==> src/logic/fes_pkg.sv <==
/*
 package for the flash erase/status host controller: command codes, status bit
 positions, register offsets of the control port, bus timing counts and carriers.
 assumes a 100 MHz system clock and a flash part on an 8-bit asynchronous bus.
*/
package fes_pkg;

  // clock and bus timing
  localparam int CLK_PERIOD_NS = 10;
  localparam int STROBE_NS = 80;
  localparam int STROBE_CYC = (STROBE_NS + CLK_PERIOD_NS - 1) / CLK_PERIOD_NS;
  localparam int GAP_NS = 30;
  localparam int GAP_CYC = (GAP_NS + CLK_PERIOD_NS - 1) / CLK_PERIOD_NS;
  localparam logic [3:0] STROBE_CNT = 4'(STROBE_CYC);
  localparam logic [3:0] GAP_CNT = 4'(GAP_CYC);

  // flash widths
  localparam int ADDR_W = 20;
  localparam int DATA_W = 8;

  // flash command codes
  localparam logic [7:0] CMD_ERASE_SETUP = 8'h20;
  localparam logic [7:0] CMD_CONFIRM = 8'hd0;
  localparam logic [7:0] CMD_SUSPEND = 8'hb0;
  localparam logic [7:0] CMD_READ_ARRAY = 8'hff;
  localparam logic [7:0] CMD_READ_STATUS = 8'h70;
  localparam logic [7:0] CMD_CLEAR_STATUS = 8'h50;

  // flash status bits
  localparam int SB_READY = 7;
  localparam int SB_SUSP = 6;
  localparam int SB_ERASE_ERR = 5;
  localparam int SB_PROG_ERR = 4;
  localparam int SB_VPP_LOW = 3;

  // control port register offsets
  localparam logic [3:0] REG_CTRL = 4'h0;
  localparam logic [3:0] REG_ADDR = 4'h1;
  localparam logic [3:0] REG_STATE = 4'h2;
  localparam logic [3:0] REG_IRQ_STATUS = 4'h3;
  localparam logic [3:0] REG_IRQ_CLEAR = 4'h4;
  localparam logic [3:0] REG_IRQ_ENABLE = 4'h5;
  localparam logic [3:0] REG_RDATA = 4'h6;

  // control register bits (write 1 to start)
  localparam int CTRL_ERASE = 0;
  localparam int CTRL_SUSPEND = 1;
  localparam int CTRL_RESUME = 2;
  localparam int CTRL_CLEAR = 3;
  localparam int CTRL_ARRAY = 4;
  localparam int CTRL_READ = 5;

  // interrupt bits
  localparam int IRQ_W = 4;
  localparam int IRQ_DONE = 0;
  localparam int IRQ_ERASE_ERR = 1;
  localparam int IRQ_VPP_LOW = 2;
  localparam int IRQ_SUSPENDED = 3;

  localparam logic [31:0] RESET_WORD = 32'h0000_0000;

  // one flash bus cycle request
  typedef struct packed {
    logic write;
    logic [ADDR_W-1:0] addr;
    logic [DATA_W-1:0] data;
  } fes_req_type;

  // control port
  typedef struct packed {
    logic wr;
    logic rd;
    logic [3:0] addr;
    logic [31:0] wdata;
  } fes_cpu_type;

endpackage

==> src/logic/fes_bus_cycle.sv <==
/*
 one asynchronous flash bus cycle: write with chip select and write strobe,
 or read with chip select and output strobe; every new read raises fresh
 strobes so the part refreshes its status. assumes pins synchronous to sys_clk.
*/
`timescale 1ns/10ps
module fes_bus_cycle
  import fes_pkg::*;
(
  // clock and reset
  input wire logic sys_clk,
  input wire logic reset_n,
  // request side
  input wire logic start,
  input wire fes_req_type req,
  output logic busy,
  output logic done,
  output logic [DATA_W-1:0] rdata,
  // flash pins
  output logic [ADDR_W-1:0] fl_addr,
  output logic [DATA_W-1:0] fl_dq_out,
  output logic fl_dq_oe_n,
  input wire logic [DATA_W-1:0] fl_dq_in,
  output logic fl_ce_n,
  output logic fl_we_n,
  output logic fl_oe_n
);

  typedef enum logic [1:0] {
    BC_IDLE = 2'b00,
    BC_STROBE = 2'b01,
    BC_GAP = 2'b10
  } fes_bc_state_type;

  fes_bc_state_type state_reg, state_next;
  logic [3:0] cnt_reg, cnt_next;
  logic write_reg;

  wire cnt_zero = (cnt_reg == 4'h0);

  always_comb begin
    state_next = state_reg;
    cnt_next = cnt_zero ? 4'h0 : cnt_reg - 4'h1;
    unique case (state_reg)
      BC_IDLE: begin
        if (start) begin
          state_next = BC_STROBE;
          cnt_next = STROBE_CNT - 4'h1;
        end
      end
      BC_STROBE: begin
        if (cnt_zero) begin
          state_next = BC_GAP;
          cnt_next = GAP_CNT - 4'h1;
        end
      end
      BC_GAP: begin
        if (cnt_zero) state_next = BC_IDLE;
      end
      default: state_next = BC_IDLE;
    endcase
  end

  always_ff @(posedge sys_clk or negedge reset_n) begin
    if (!reset_n) begin
      state_reg <= BC_IDLE;
      cnt_reg <= 4'h0;
      write_reg <= 1'b0;
      fl_addr <= '0;
      fl_dq_out <= '0;
      fl_dq_oe_n <= 1'b1;
      fl_ce_n <= 1'b1;
      fl_we_n <= 1'b1;
      fl_oe_n <= 1'b1;
      rdata <= '0;
      done <= 1'b0;
    end else begin
      state_reg <= state_next;
      cnt_reg <= cnt_next;
      done <= 1'b0;
      if (state_reg == BC_IDLE && start) begin
        write_reg <= req.write;
        fl_addr <= req.addr;
        fl_dq_out <= req.data;
        fl_dq_oe_n <= !req.write;
        fl_ce_n <= 1'b0;
        fl_we_n <= !req.write;
        fl_oe_n <= req.write;
      end else if (state_reg == BC_STROBE && cnt_zero) begin
        // command latched on strobe rise, status sampled before it
        if (!write_reg) rdata <= fl_dq_in;
        fl_ce_n <= 1'b1;
        fl_we_n <= 1'b1;
        fl_oe_n <= 1'b1;
      end else if (state_reg == BC_GAP && cnt_zero) begin
        fl_dq_oe_n <= 1'b1;
        done <= 1'b1;
      end
    end
  end

  assign busy = (state_reg != BC_IDLE);

endmodule

==> src/logic/fes_host.sv <==
/*
 host controller for block erase, erase suspend/resume and status checks of an
 asynchronous flash part. software orders operations through a small register
 port; results land in sticky interrupt status bits. assumes one 100 MHz clock.
*/
// Implementation choices: the address map and the address-and-strobe port.
// Functional notes
// a block erase is the setup code 20h then the confirm code D0h at an address in the block.
// after confirm the part only answers status reads and suspend until it is ready.
// suspend is code B0h, after which only array read, status read and resume are sent.
// resume is code D0h, which ends the suspended state and continues the erase.
// status is polled with a fresh strobe per read until the ready flag is one.
// a supply-low flag must be cleared before any further program or erase is started.
// the program error flag is cleared only by clear status and does not block programs.
// error flags accumulate so one full check may cover a series of operations.
// the erase error flag survives later erases and is cleared only by clear status.
// after the last erase the host writes FFh to return the part to array reads.
// while suspended the host may write FFh and reads only outside the erased block; the code reads at any address written to REG_ADDR.
// array reads during suspend start only after ready and suspended both read one.
`timescale 1ns/10ps
module fes_host
  import fes_pkg::*;
(
  // clock and reset
  input wire logic sys_clk,
  input wire logic reset_n,
  // control port
  input wire logic [3:0] cpu_addr,
  input wire logic [31:0] cpu_wdata,
  input wire logic cpu_wr,
  input wire logic cpu_rd,
  output logic [31:0] cpu_rdata,
  output logic irq,
  // flash pins
  output logic [ADDR_W-1:0] fl_addr,
  output logic [DATA_W-1:0] fl_dq_out,
  output logic fl_dq_oe_n,
  input wire logic [DATA_W-1:0] fl_dq_in,
  output logic fl_ce_n,
  output logic fl_we_n,
  output logic fl_oe_n
);

  typedef enum logic [3:0] {
    ST_IDLE = 4'b0000,
    ST_SETUP = 4'b0001,
    ST_CONFIRM = 4'b0010,
    ST_POLL = 4'b0011,
    ST_SUSP_CMD = 4'b0100,
    ST_SUSP_POLL = 4'b0101,
    ST_SUSPENDED = 4'b0110,
    ST_RESUME = 4'b0111,
    ST_ARRAY_CMD = 4'b1000,
    ST_ARRAY_READ = 4'b1001,
    ST_CLEAR = 4'b1010,
    ST_STATUS_CMD = 4'b1011,
    ST_FINAL = 4'b1100
  } fes_state_type;

  fes_state_type state_reg, state_next;
  logic [ADDR_W-1:0] erase_addr_reg, read_addr_reg;
  logic [7:0] status_reg, array_data_reg;
  logic [IRQ_W-1:0] irq_status_reg, irq_enable_reg;
  logic issued_reg, suspend_req_reg, array_mode_reg, vpp_block_reg, suspend_active_reg;
  logic bc_start, bc_busy, bc_done;
  logic [DATA_W-1:0] bc_rdata;
  fes_req_type bc_req;

  function automatic fes_req_type wr_cmd(input logic [ADDR_W-1:0] a, input logic [7:0] c);
    wr_cmd.write = 1'b1;
    wr_cmd.addr = a;
    wr_cmd.data = c;
  endfunction

  // control port decode
  wire wr_ctrl = cpu_wr && (cpu_addr == REG_CTRL);
  wire go_erase = wr_ctrl && cpu_wdata[CTRL_ERASE];
  wire go_suspend = wr_ctrl && cpu_wdata[CTRL_SUSPEND];
  wire go_resume = wr_ctrl && cpu_wdata[CTRL_RESUME];
  wire go_clear = wr_ctrl && cpu_wdata[CTRL_CLEAR];
  wire go_array = wr_ctrl && cpu_wdata[CTRL_ARRAY];
  wire go_read = wr_ctrl && cpu_wdata[CTRL_READ];
  wire idle = (state_reg == ST_IDLE);
  wire suspended = (state_reg == ST_SUSPENDED);
  wire array_ok = suspended || (idle && array_mode_reg);
  wire poll_st = (state_reg == ST_POLL) || (state_reg == ST_SUSP_POLL);
  wire st_ready = bc_rdata[SB_READY];
  wire st_susp = bc_rdata[SB_SUSP];
  wire poll_done = bc_done && poll_st;
  wire erase_end = poll_done && st_ready && !st_susp;
  wire susp_reached = poll_done && st_ready && st_susp;
  wire [IRQ_W-1:0] irq_set = {susp_reached,
                              erase_end && bc_rdata[SB_VPP_LOW],
                              erase_end && bc_rdata[SB_ERASE_ERR],
                              erase_end};
  wire [IRQ_W-1:0] irq_clr = (cpu_wr && cpu_addr == REG_IRQ_CLEAR) ?
                             cpu_wdata[IRQ_W-1:0] : '0;

  // next flash request
  always_comb begin
    bc_start = 1'b0;
    bc_req = wr_cmd(erase_addr_reg, CMD_READ_STATUS);
    unique case (state_reg)
      ST_SETUP: bc_req = wr_cmd(erase_addr_reg, CMD_ERASE_SETUP);
      ST_CONFIRM: bc_req = wr_cmd(erase_addr_reg, CMD_CONFIRM);
      ST_SUSP_CMD: bc_req = wr_cmd(erase_addr_reg, CMD_SUSPEND);
      ST_RESUME: bc_req = wr_cmd(erase_addr_reg, CMD_CONFIRM);
      ST_CLEAR: bc_req = wr_cmd(erase_addr_reg, CMD_CLEAR_STATUS);
      ST_STATUS_CMD: bc_req = wr_cmd(erase_addr_reg, CMD_READ_STATUS);
      ST_ARRAY_CMD, ST_FINAL: bc_req = wr_cmd(erase_addr_reg, CMD_READ_ARRAY);
      ST_POLL, ST_SUSP_POLL: begin
        bc_req.write = 1'b0;
        bc_req.data = '0;
      end
      ST_ARRAY_READ: begin
        bc_req.write = 1'b0;
        bc_req.addr = read_addr_reg;
        bc_req.data = '0;
      end
      default: ;
    endcase
    if (!idle && !suspended && !bc_busy && !issued_reg) bc_start = 1'b1;
  end

  // sequence
  always_comb begin
    state_next = state_reg;
    unique case (state_reg)
      ST_IDLE: begin
        if (go_erase && !vpp_block_reg) state_next = ST_SETUP;
        else if (go_clear) state_next = ST_CLEAR;
        else if (go_array) state_next = ST_ARRAY_CMD;
        else if (go_read && array_mode_reg) state_next = ST_ARRAY_READ;
      end
      ST_SETUP: if (bc_done) state_next = ST_CONFIRM;
      // while busy only status polls and suspend go out
      ST_CONFIRM: if (bc_done) state_next = ST_POLL;
      ST_POLL: begin
        if (bc_done && suspend_req_reg) state_next = ST_SUSP_CMD;
        else if (erase_end) state_next = ST_FINAL;
      end
      ST_SUSP_CMD: if (bc_done) state_next = ST_SUSP_POLL;
      ST_SUSP_POLL: begin
        if (susp_reached) state_next = ST_SUSPENDED;
        else if (erase_end) state_next = ST_FINAL;
      end
      ST_SUSPENDED: begin
        if (go_resume) state_next = ST_RESUME;
        else if (go_array) state_next = ST_ARRAY_CMD;
        else if (go_read && array_mode_reg) state_next = ST_ARRAY_READ;
        else if (go_clear) state_next = ST_STATUS_CMD;
      end
      ST_RESUME: if (bc_done) state_next = ST_POLL;
      ST_ARRAY_CMD, ST_ARRAY_READ, ST_STATUS_CMD: begin
        if (bc_done) state_next = suspend_active_reg ? ST_SUSPENDED : ST_IDLE;
      end
      ST_CLEAR, ST_FINAL: if (bc_done) state_next = ST_IDLE;
      default: state_next = ST_IDLE;
    endcase
  end

  always_ff @(posedge sys_clk or negedge reset_n) begin
    if (!reset_n) begin
      state_reg <= ST_IDLE;
      issued_reg <= 1'b0;
      suspend_req_reg <= 1'b0;
      suspend_active_reg <= 1'b0;
      array_mode_reg <= 1'b1;
      vpp_block_reg <= 1'b0;
      erase_addr_reg <= '0;
      read_addr_reg <= '0;
      status_reg <= 8'h00;
      array_data_reg <= 8'h00;
    end else begin
      state_reg <= state_next;
      issued_reg <= (bc_start || issued_reg) && !bc_done && (state_next == state_reg);
      // only while erase polls, so no stale request re-suspends after resume
      if (go_suspend && state_reg == ST_POLL) suspend_req_reg <= 1'b1;
      else if (state_reg == ST_SUSP_CMD) suspend_req_reg <= 1'b0;
      if (susp_reached) suspend_active_reg <= 1'b1;
      else if (state_reg == ST_RESUME) suspend_active_reg <= 1'b0;
      if (state_reg == ST_SETUP || state_reg == ST_CLEAR) array_mode_reg <= 1'b0;
      else if (bc_done && (state_reg == ST_FINAL || state_reg == ST_ARRAY_CMD))
        array_mode_reg <= 1'b1;
      else if (bc_done && (state_reg == ST_RESUME || state_reg == ST_STATUS_CMD))
        array_mode_reg <= 1'b0;
      if (erase_end && bc_rdata[SB_VPP_LOW]) vpp_block_reg <= 1'b1;
      else if (state_reg == ST_CLEAR && bc_done) vpp_block_reg <= 1'b0;
      if (poll_done) status_reg <= bc_rdata;
      if (bc_done && state_reg == ST_ARRAY_READ) array_data_reg <= bc_rdata;
      if (cpu_wr && cpu_addr == REG_ADDR && idle) erase_addr_reg <= cpu_wdata[ADDR_W-1:0];
      if (cpu_wr && cpu_addr == REG_ADDR) read_addr_reg <= cpu_wdata[ADDR_W-1:0];
    end
  end

  // interrupts and read port
  wire [31:0] rd_mux =
    (cpu_addr == REG_ADDR) ? {{(32-ADDR_W){1'b0}}, erase_addr_reg} :
    (cpu_addr == REG_STATE) ? {16'h0000, 3'b000, vpp_block_reg, array_mode_reg,
                               suspend_active_reg, 2'b00, status_reg} :
    (cpu_addr == REG_IRQ_STATUS) ? {28'h000_0000, irq_status_reg} :
    (cpu_addr == REG_IRQ_ENABLE) ? {28'h000_0000, irq_enable_reg} :
    (cpu_addr == REG_RDATA) ? {24'h00_0000, array_data_reg} : RESET_WORD;

  always_ff @(posedge sys_clk or negedge reset_n) begin
    if (!reset_n) begin
      irq_status_reg <= '0;
      irq_enable_reg <= '0;
      irq <= 1'b0;
      cpu_rdata <= RESET_WORD;
    end else begin
      irq_status_reg <= (irq_status_reg & ~irq_clr) | irq_set;
      if (cpu_wr && cpu_addr == REG_IRQ_ENABLE) irq_enable_reg <= cpu_wdata[IRQ_W-1:0];
      irq <= |(((irq_status_reg & ~irq_clr) | irq_set) & irq_enable_reg);
      cpu_rdata <= cpu_rd ? rd_mux : RESET_WORD;
    end
  end

  fes_bus_cycle u_cycle (
    .sys_clk(sys_clk),
    .reset_n(reset_n),
    .start(bc_start),
    .req(bc_req),
    .busy(bc_busy),
    .done(bc_done),
    .rdata(bc_rdata),
    .fl_addr(fl_addr),
    .fl_dq_out(fl_dq_out),
    .fl_dq_oe_n(fl_dq_oe_n),
    .fl_dq_in(fl_dq_in),
    .fl_ce_n(fl_ce_n),
    .fl_we_n(fl_we_n),
    .fl_oe_n(fl_oe_n)
  );

endmodule

==> config.mk <==
export PLATFORM = sky130hd
export DESIGN_NAME = fes_host
export DESIGN_NICKNAME = d
export VERILOG_FILES = /design/src/logic/fes_pkg.sv /design/src/logic/fes_bus_cycle.sv /design/src/logic/fes_host.sv
export SDC_FILE = /design/constraint.sdc
export NUM_CORES = 1
export LEC_CHECK = 0
export BUFFER_PORTS_ARGS = -buffer_cell sky130_fd_sc_hd__buf_4
export CAP_MARGIN = 5
export CORE_MARGIN = 5
export CORE_UTILIZATION = 50
export DETAILED_ROUTE_END_ITERATION = 6
export GPL_TIMING_DRIVEN = 1
export HOLD_SLACK_MARGIN = 0.1
export PLACE_DENSITY = 0.85
export SYNTH_ARGS = -nofsm -noshare
export SYNTH_HDL_FRONTEND = slang
export SYNTH_SLANG_ARGS = --single-unit
==> constraint.sdc <==
create_clock -name sys_clk -period 2.2 [get_ports sys_clk]
set_input_delay 0.22 -clock sys_clk [delete_from_list [all_inputs] [get_ports sys_clk]]
set_output_delay 0.22 -clock sys_clk [all_outputs]
set_load 0.005 [all_outputs]
==> out/results.txt <==
Number of top-level pins: 113
Netlist cell types: 62
Worst EP required: 2510 ps
Maximum number of pins on one net before global-route repair: 59
Status: finished, final reports clean
N_diodes: 0
Setup TNS: 0 ps
DRC Markers: 0
Hold Crit Endpoint: erase_addr_reg[3]
WL final: 16.59 mm
Flop2flop setup slack: 140 ps
Adder-cell area share of the yosys netlist: 0%
CORE AREA: 12160 µm²
Worst skew pair latency: 430 ps
Final Skew: 9.281 ps
Clk pin slew, worst setup/hold paths: 60 ps
Share of post-route cells with drive strength above 1: 32.51%
Crit-path max FO: 9
Top cell type's share of synthesized area: 53.58%
CP endpoint kind: flip-flop
Most common library cells after synthesis: 134 x dfrtp_1, 60 x nand2_1, 49 x mux2_2, 29 x o21ai_0
Antenna violations before repair: 0
Die extent in x: 121.9 µm
Crit path DAT: 2370 ps
Crit-path slowest cell: or4_1
Xor and xnor area share after synthesis: 0.4398%
PortBufs: 88
Root buf cell: clkbuf_16
CTS tree: yes
Multi-input logic area: 2546 µm²
Max H-tree Level: 4
Fin crit share: 93.68%
Hold Path Stages: 3
Fill cells: 855
Worst hold path type: input port to flip-flop
Power per standard cell area: 1133 nW/µm²
Maxcap violations: 0
R2r startpoint: state_reg[1]
Primary FF master, synth: dfrtp_1
Routed Antenna Nets: 0
DIE AREA: 14850 µm²
Overall Power: 9.293 mW
First DRT Iteration DRCs: 556
Detailed Place HPWL: 11.30 mm
Gate count of the mapped netlist: 547
Gr ovfl total: 0
Post-synthesis sequential area ratio: 55.68%
Final Hold Fails: 0
DR WL/cell: 19.29 µm
Dominant cell type by area after synthesis: dfrtp_1
Vias after detailed routing: 4894
Worst r2r dst: issued_reg
First drt pass iteration count: 5
Mapped Area: 6259 µm²
Cell row count: 40
Compound-Gate Fraction of Synth Area: 11.74%
Worst setup SP type: flip-flop
Via density: 5.691
Mux share of post-synthesis cell area: 14.17%
Hold Path Origin: cpu_wdata[3]
GRT Util Overall: 23.46%
Combinational family with the most area after synthesis: multiplexers
Maximum clock insertion buffer count: 2
Leakage: 3.830 nW
Flops & latches, synth: 139
Synthesized area per cell: 11.44 µm²
Reg area: 3488 µm²
Total CTS buffers: 17
Minimum clock period: 2061 ps
Post-synth EDFFs: 0
Final setup violation count: 0
TritonCTS Sinks: 139
RSZ-0062 raised after global routing: false
Least-Margin Pin Slew: 627.2 ps
Ordered list of cells on the worst path: buf_4, nor2b_1, o32a_1, nand3_1, or4_1, a2111oi_2
Slew Viols, Final: 0
GPL Wtd Cong: 0.9532
Initial Util: 51.46%
Fmax: 485.2 MHz
FF-to-FF path depth: 6
VDD IR-drop max: 0.6238 mV
Rel. slew slack: 57.86%
Largest cells by area after synthesis: dfrtp_1 54%, mux2_2 8.8%, nand2_1 3.6%
First-pass GRT wire length: 26.63 mm
Count leader, synth: dfrtp_1
Nets@finish: 728
Ys Warns: 0
Number of global-route vias before repair: 4975
CP peak stage delay: 510 ps
Post-CTS Setup Inserts: 0
Die height: 121.9 µm
Area grow syn2layout: 31.07%
Synth Area in Simple Gates: 13.23%
Asr flop ratio synth: 100.0%
Crit path kind: flip-flop to flip-flop
[worst max-delay path, delay by kind of cell, from the launching register on]
family / cells / cell delay, ps
AO/OA/AOI/OAI: 2 / 520
buffers and inverters: 1 / 200
AND/OR/NAND/NOR: 3 / 730
flip-flops: 1 / 500
[per-stage QoR]
stage / util (%) / worst slack, ps / cells / hold slack (ps) / area, µm²
5_1_grt: 67.45 / 19.99 / 860 / 160.1 / 8203
2_1_floorplan: - / 164.7 / 558 / -75.59 / 6300
6_report: 67.45 / 138.9 / 860 / 141.7 / 8203
3_3_place_gp: 59.77 / 140.2 / 802 / 221.4 / 7269
4_1_cts: 67.37 / 57.60 / 860 / 123.6 / 8193
3_5_place_dp: 59.77 / 70.44 / 802 / 228.1 / 7269
[repair_timing]
item	in CTS	in global routing
hold buffers	27	0
endpoints found under the setup margin	0	1
endpoints found under the hold margin	93	0
resized for setup	0	5
[layout make-up]
class,count,area share (%)
clock inverter,8,1.891
inverter,6,0.2746
timing repair buffer,153,15.63
clock buffer,23,6.071
multi-input combinational,363,31.04
tap,168,2.563
sequential,139,42.53
[report_power, final]
part | internal [mW] | switching [mW]
Combinational | 1.25 | 1.24
Clock | 2.05 | 1.08
Sequential | 3.19 | 0.484
[kinds of logic after synthesis]
logic type / count (synthesis)
buffers and inverters: 56
XOR/XNOR: 1
other: 1
AND/OR/NAND/NOR: 155
multiplexers: 81
flip-flops: 139
AO/OA/AOI/OAI: 114
[worst max path at each step]
stage                             from          endpoint  slack [ps]  cells after the start
floorplan           u_cycle.cnt_reg[1]  u_cycle.rdata[0]         160                      5
global placement          state_reg[3]        issued_reg         140                      5
detailed placement        state_reg[3]        issued_reg          70                      5
CTS                       state_reg[3]        issued_reg          60                      5
global route              state_reg[3]        issued_reg          20                      5
finish                    state_reg[1]        issued_reg         140                      6
[layer usage]
layer / vias to the layer above / wire (µm) / global-route usage [%]
met5: - / 0 / 0
met4: 0 / 475 / 10.01
met3: 41 / 1061 / 5.339
met2: 198 / 8246 / 37.81
met1: 2459 / 6805 / 30.64
li1: 2196 / - / -
[cells in the final DEF, fill, tap and decap left out, types with 3 or more instances in the layout]
master,Yosys,routed
mux2_1,12,12
clkbuf_16,0,17
a32o_1,3,3
a22o_1,3,3
buf_12,0,5
dlygate4sd3_1,0,27
nand2b_1,10,9
a31oi_1,3,3
o21ai_0,29,29
conb_1,1,12
bufinv_16,0,4
mux2_2,49,49
nand3_1,11,11
a21boi_1,4,4
buf_4,16,120
o31ai_1,5,5
nor4_1,3,3
mux2i_1,20,20
clkbuf_8,0,5
nor2_1,15,14
nor3_1,5,5
and2_1,3,3
a21boi_0,8,8
inv_1,6,6
nor4b_2,1,3
and3_1,11,11
dfrtp_2,0,3
nand2_1,60,60
dfrtp_1,134,131
nor2b_1,15,15
clkinv_4,0,3
dfstp_2,5,5
a21oi_1,9,9
o21ai_1,23,23
a22oi_1,7,7
Note: power is estimated with default switching activity, not from simulation.
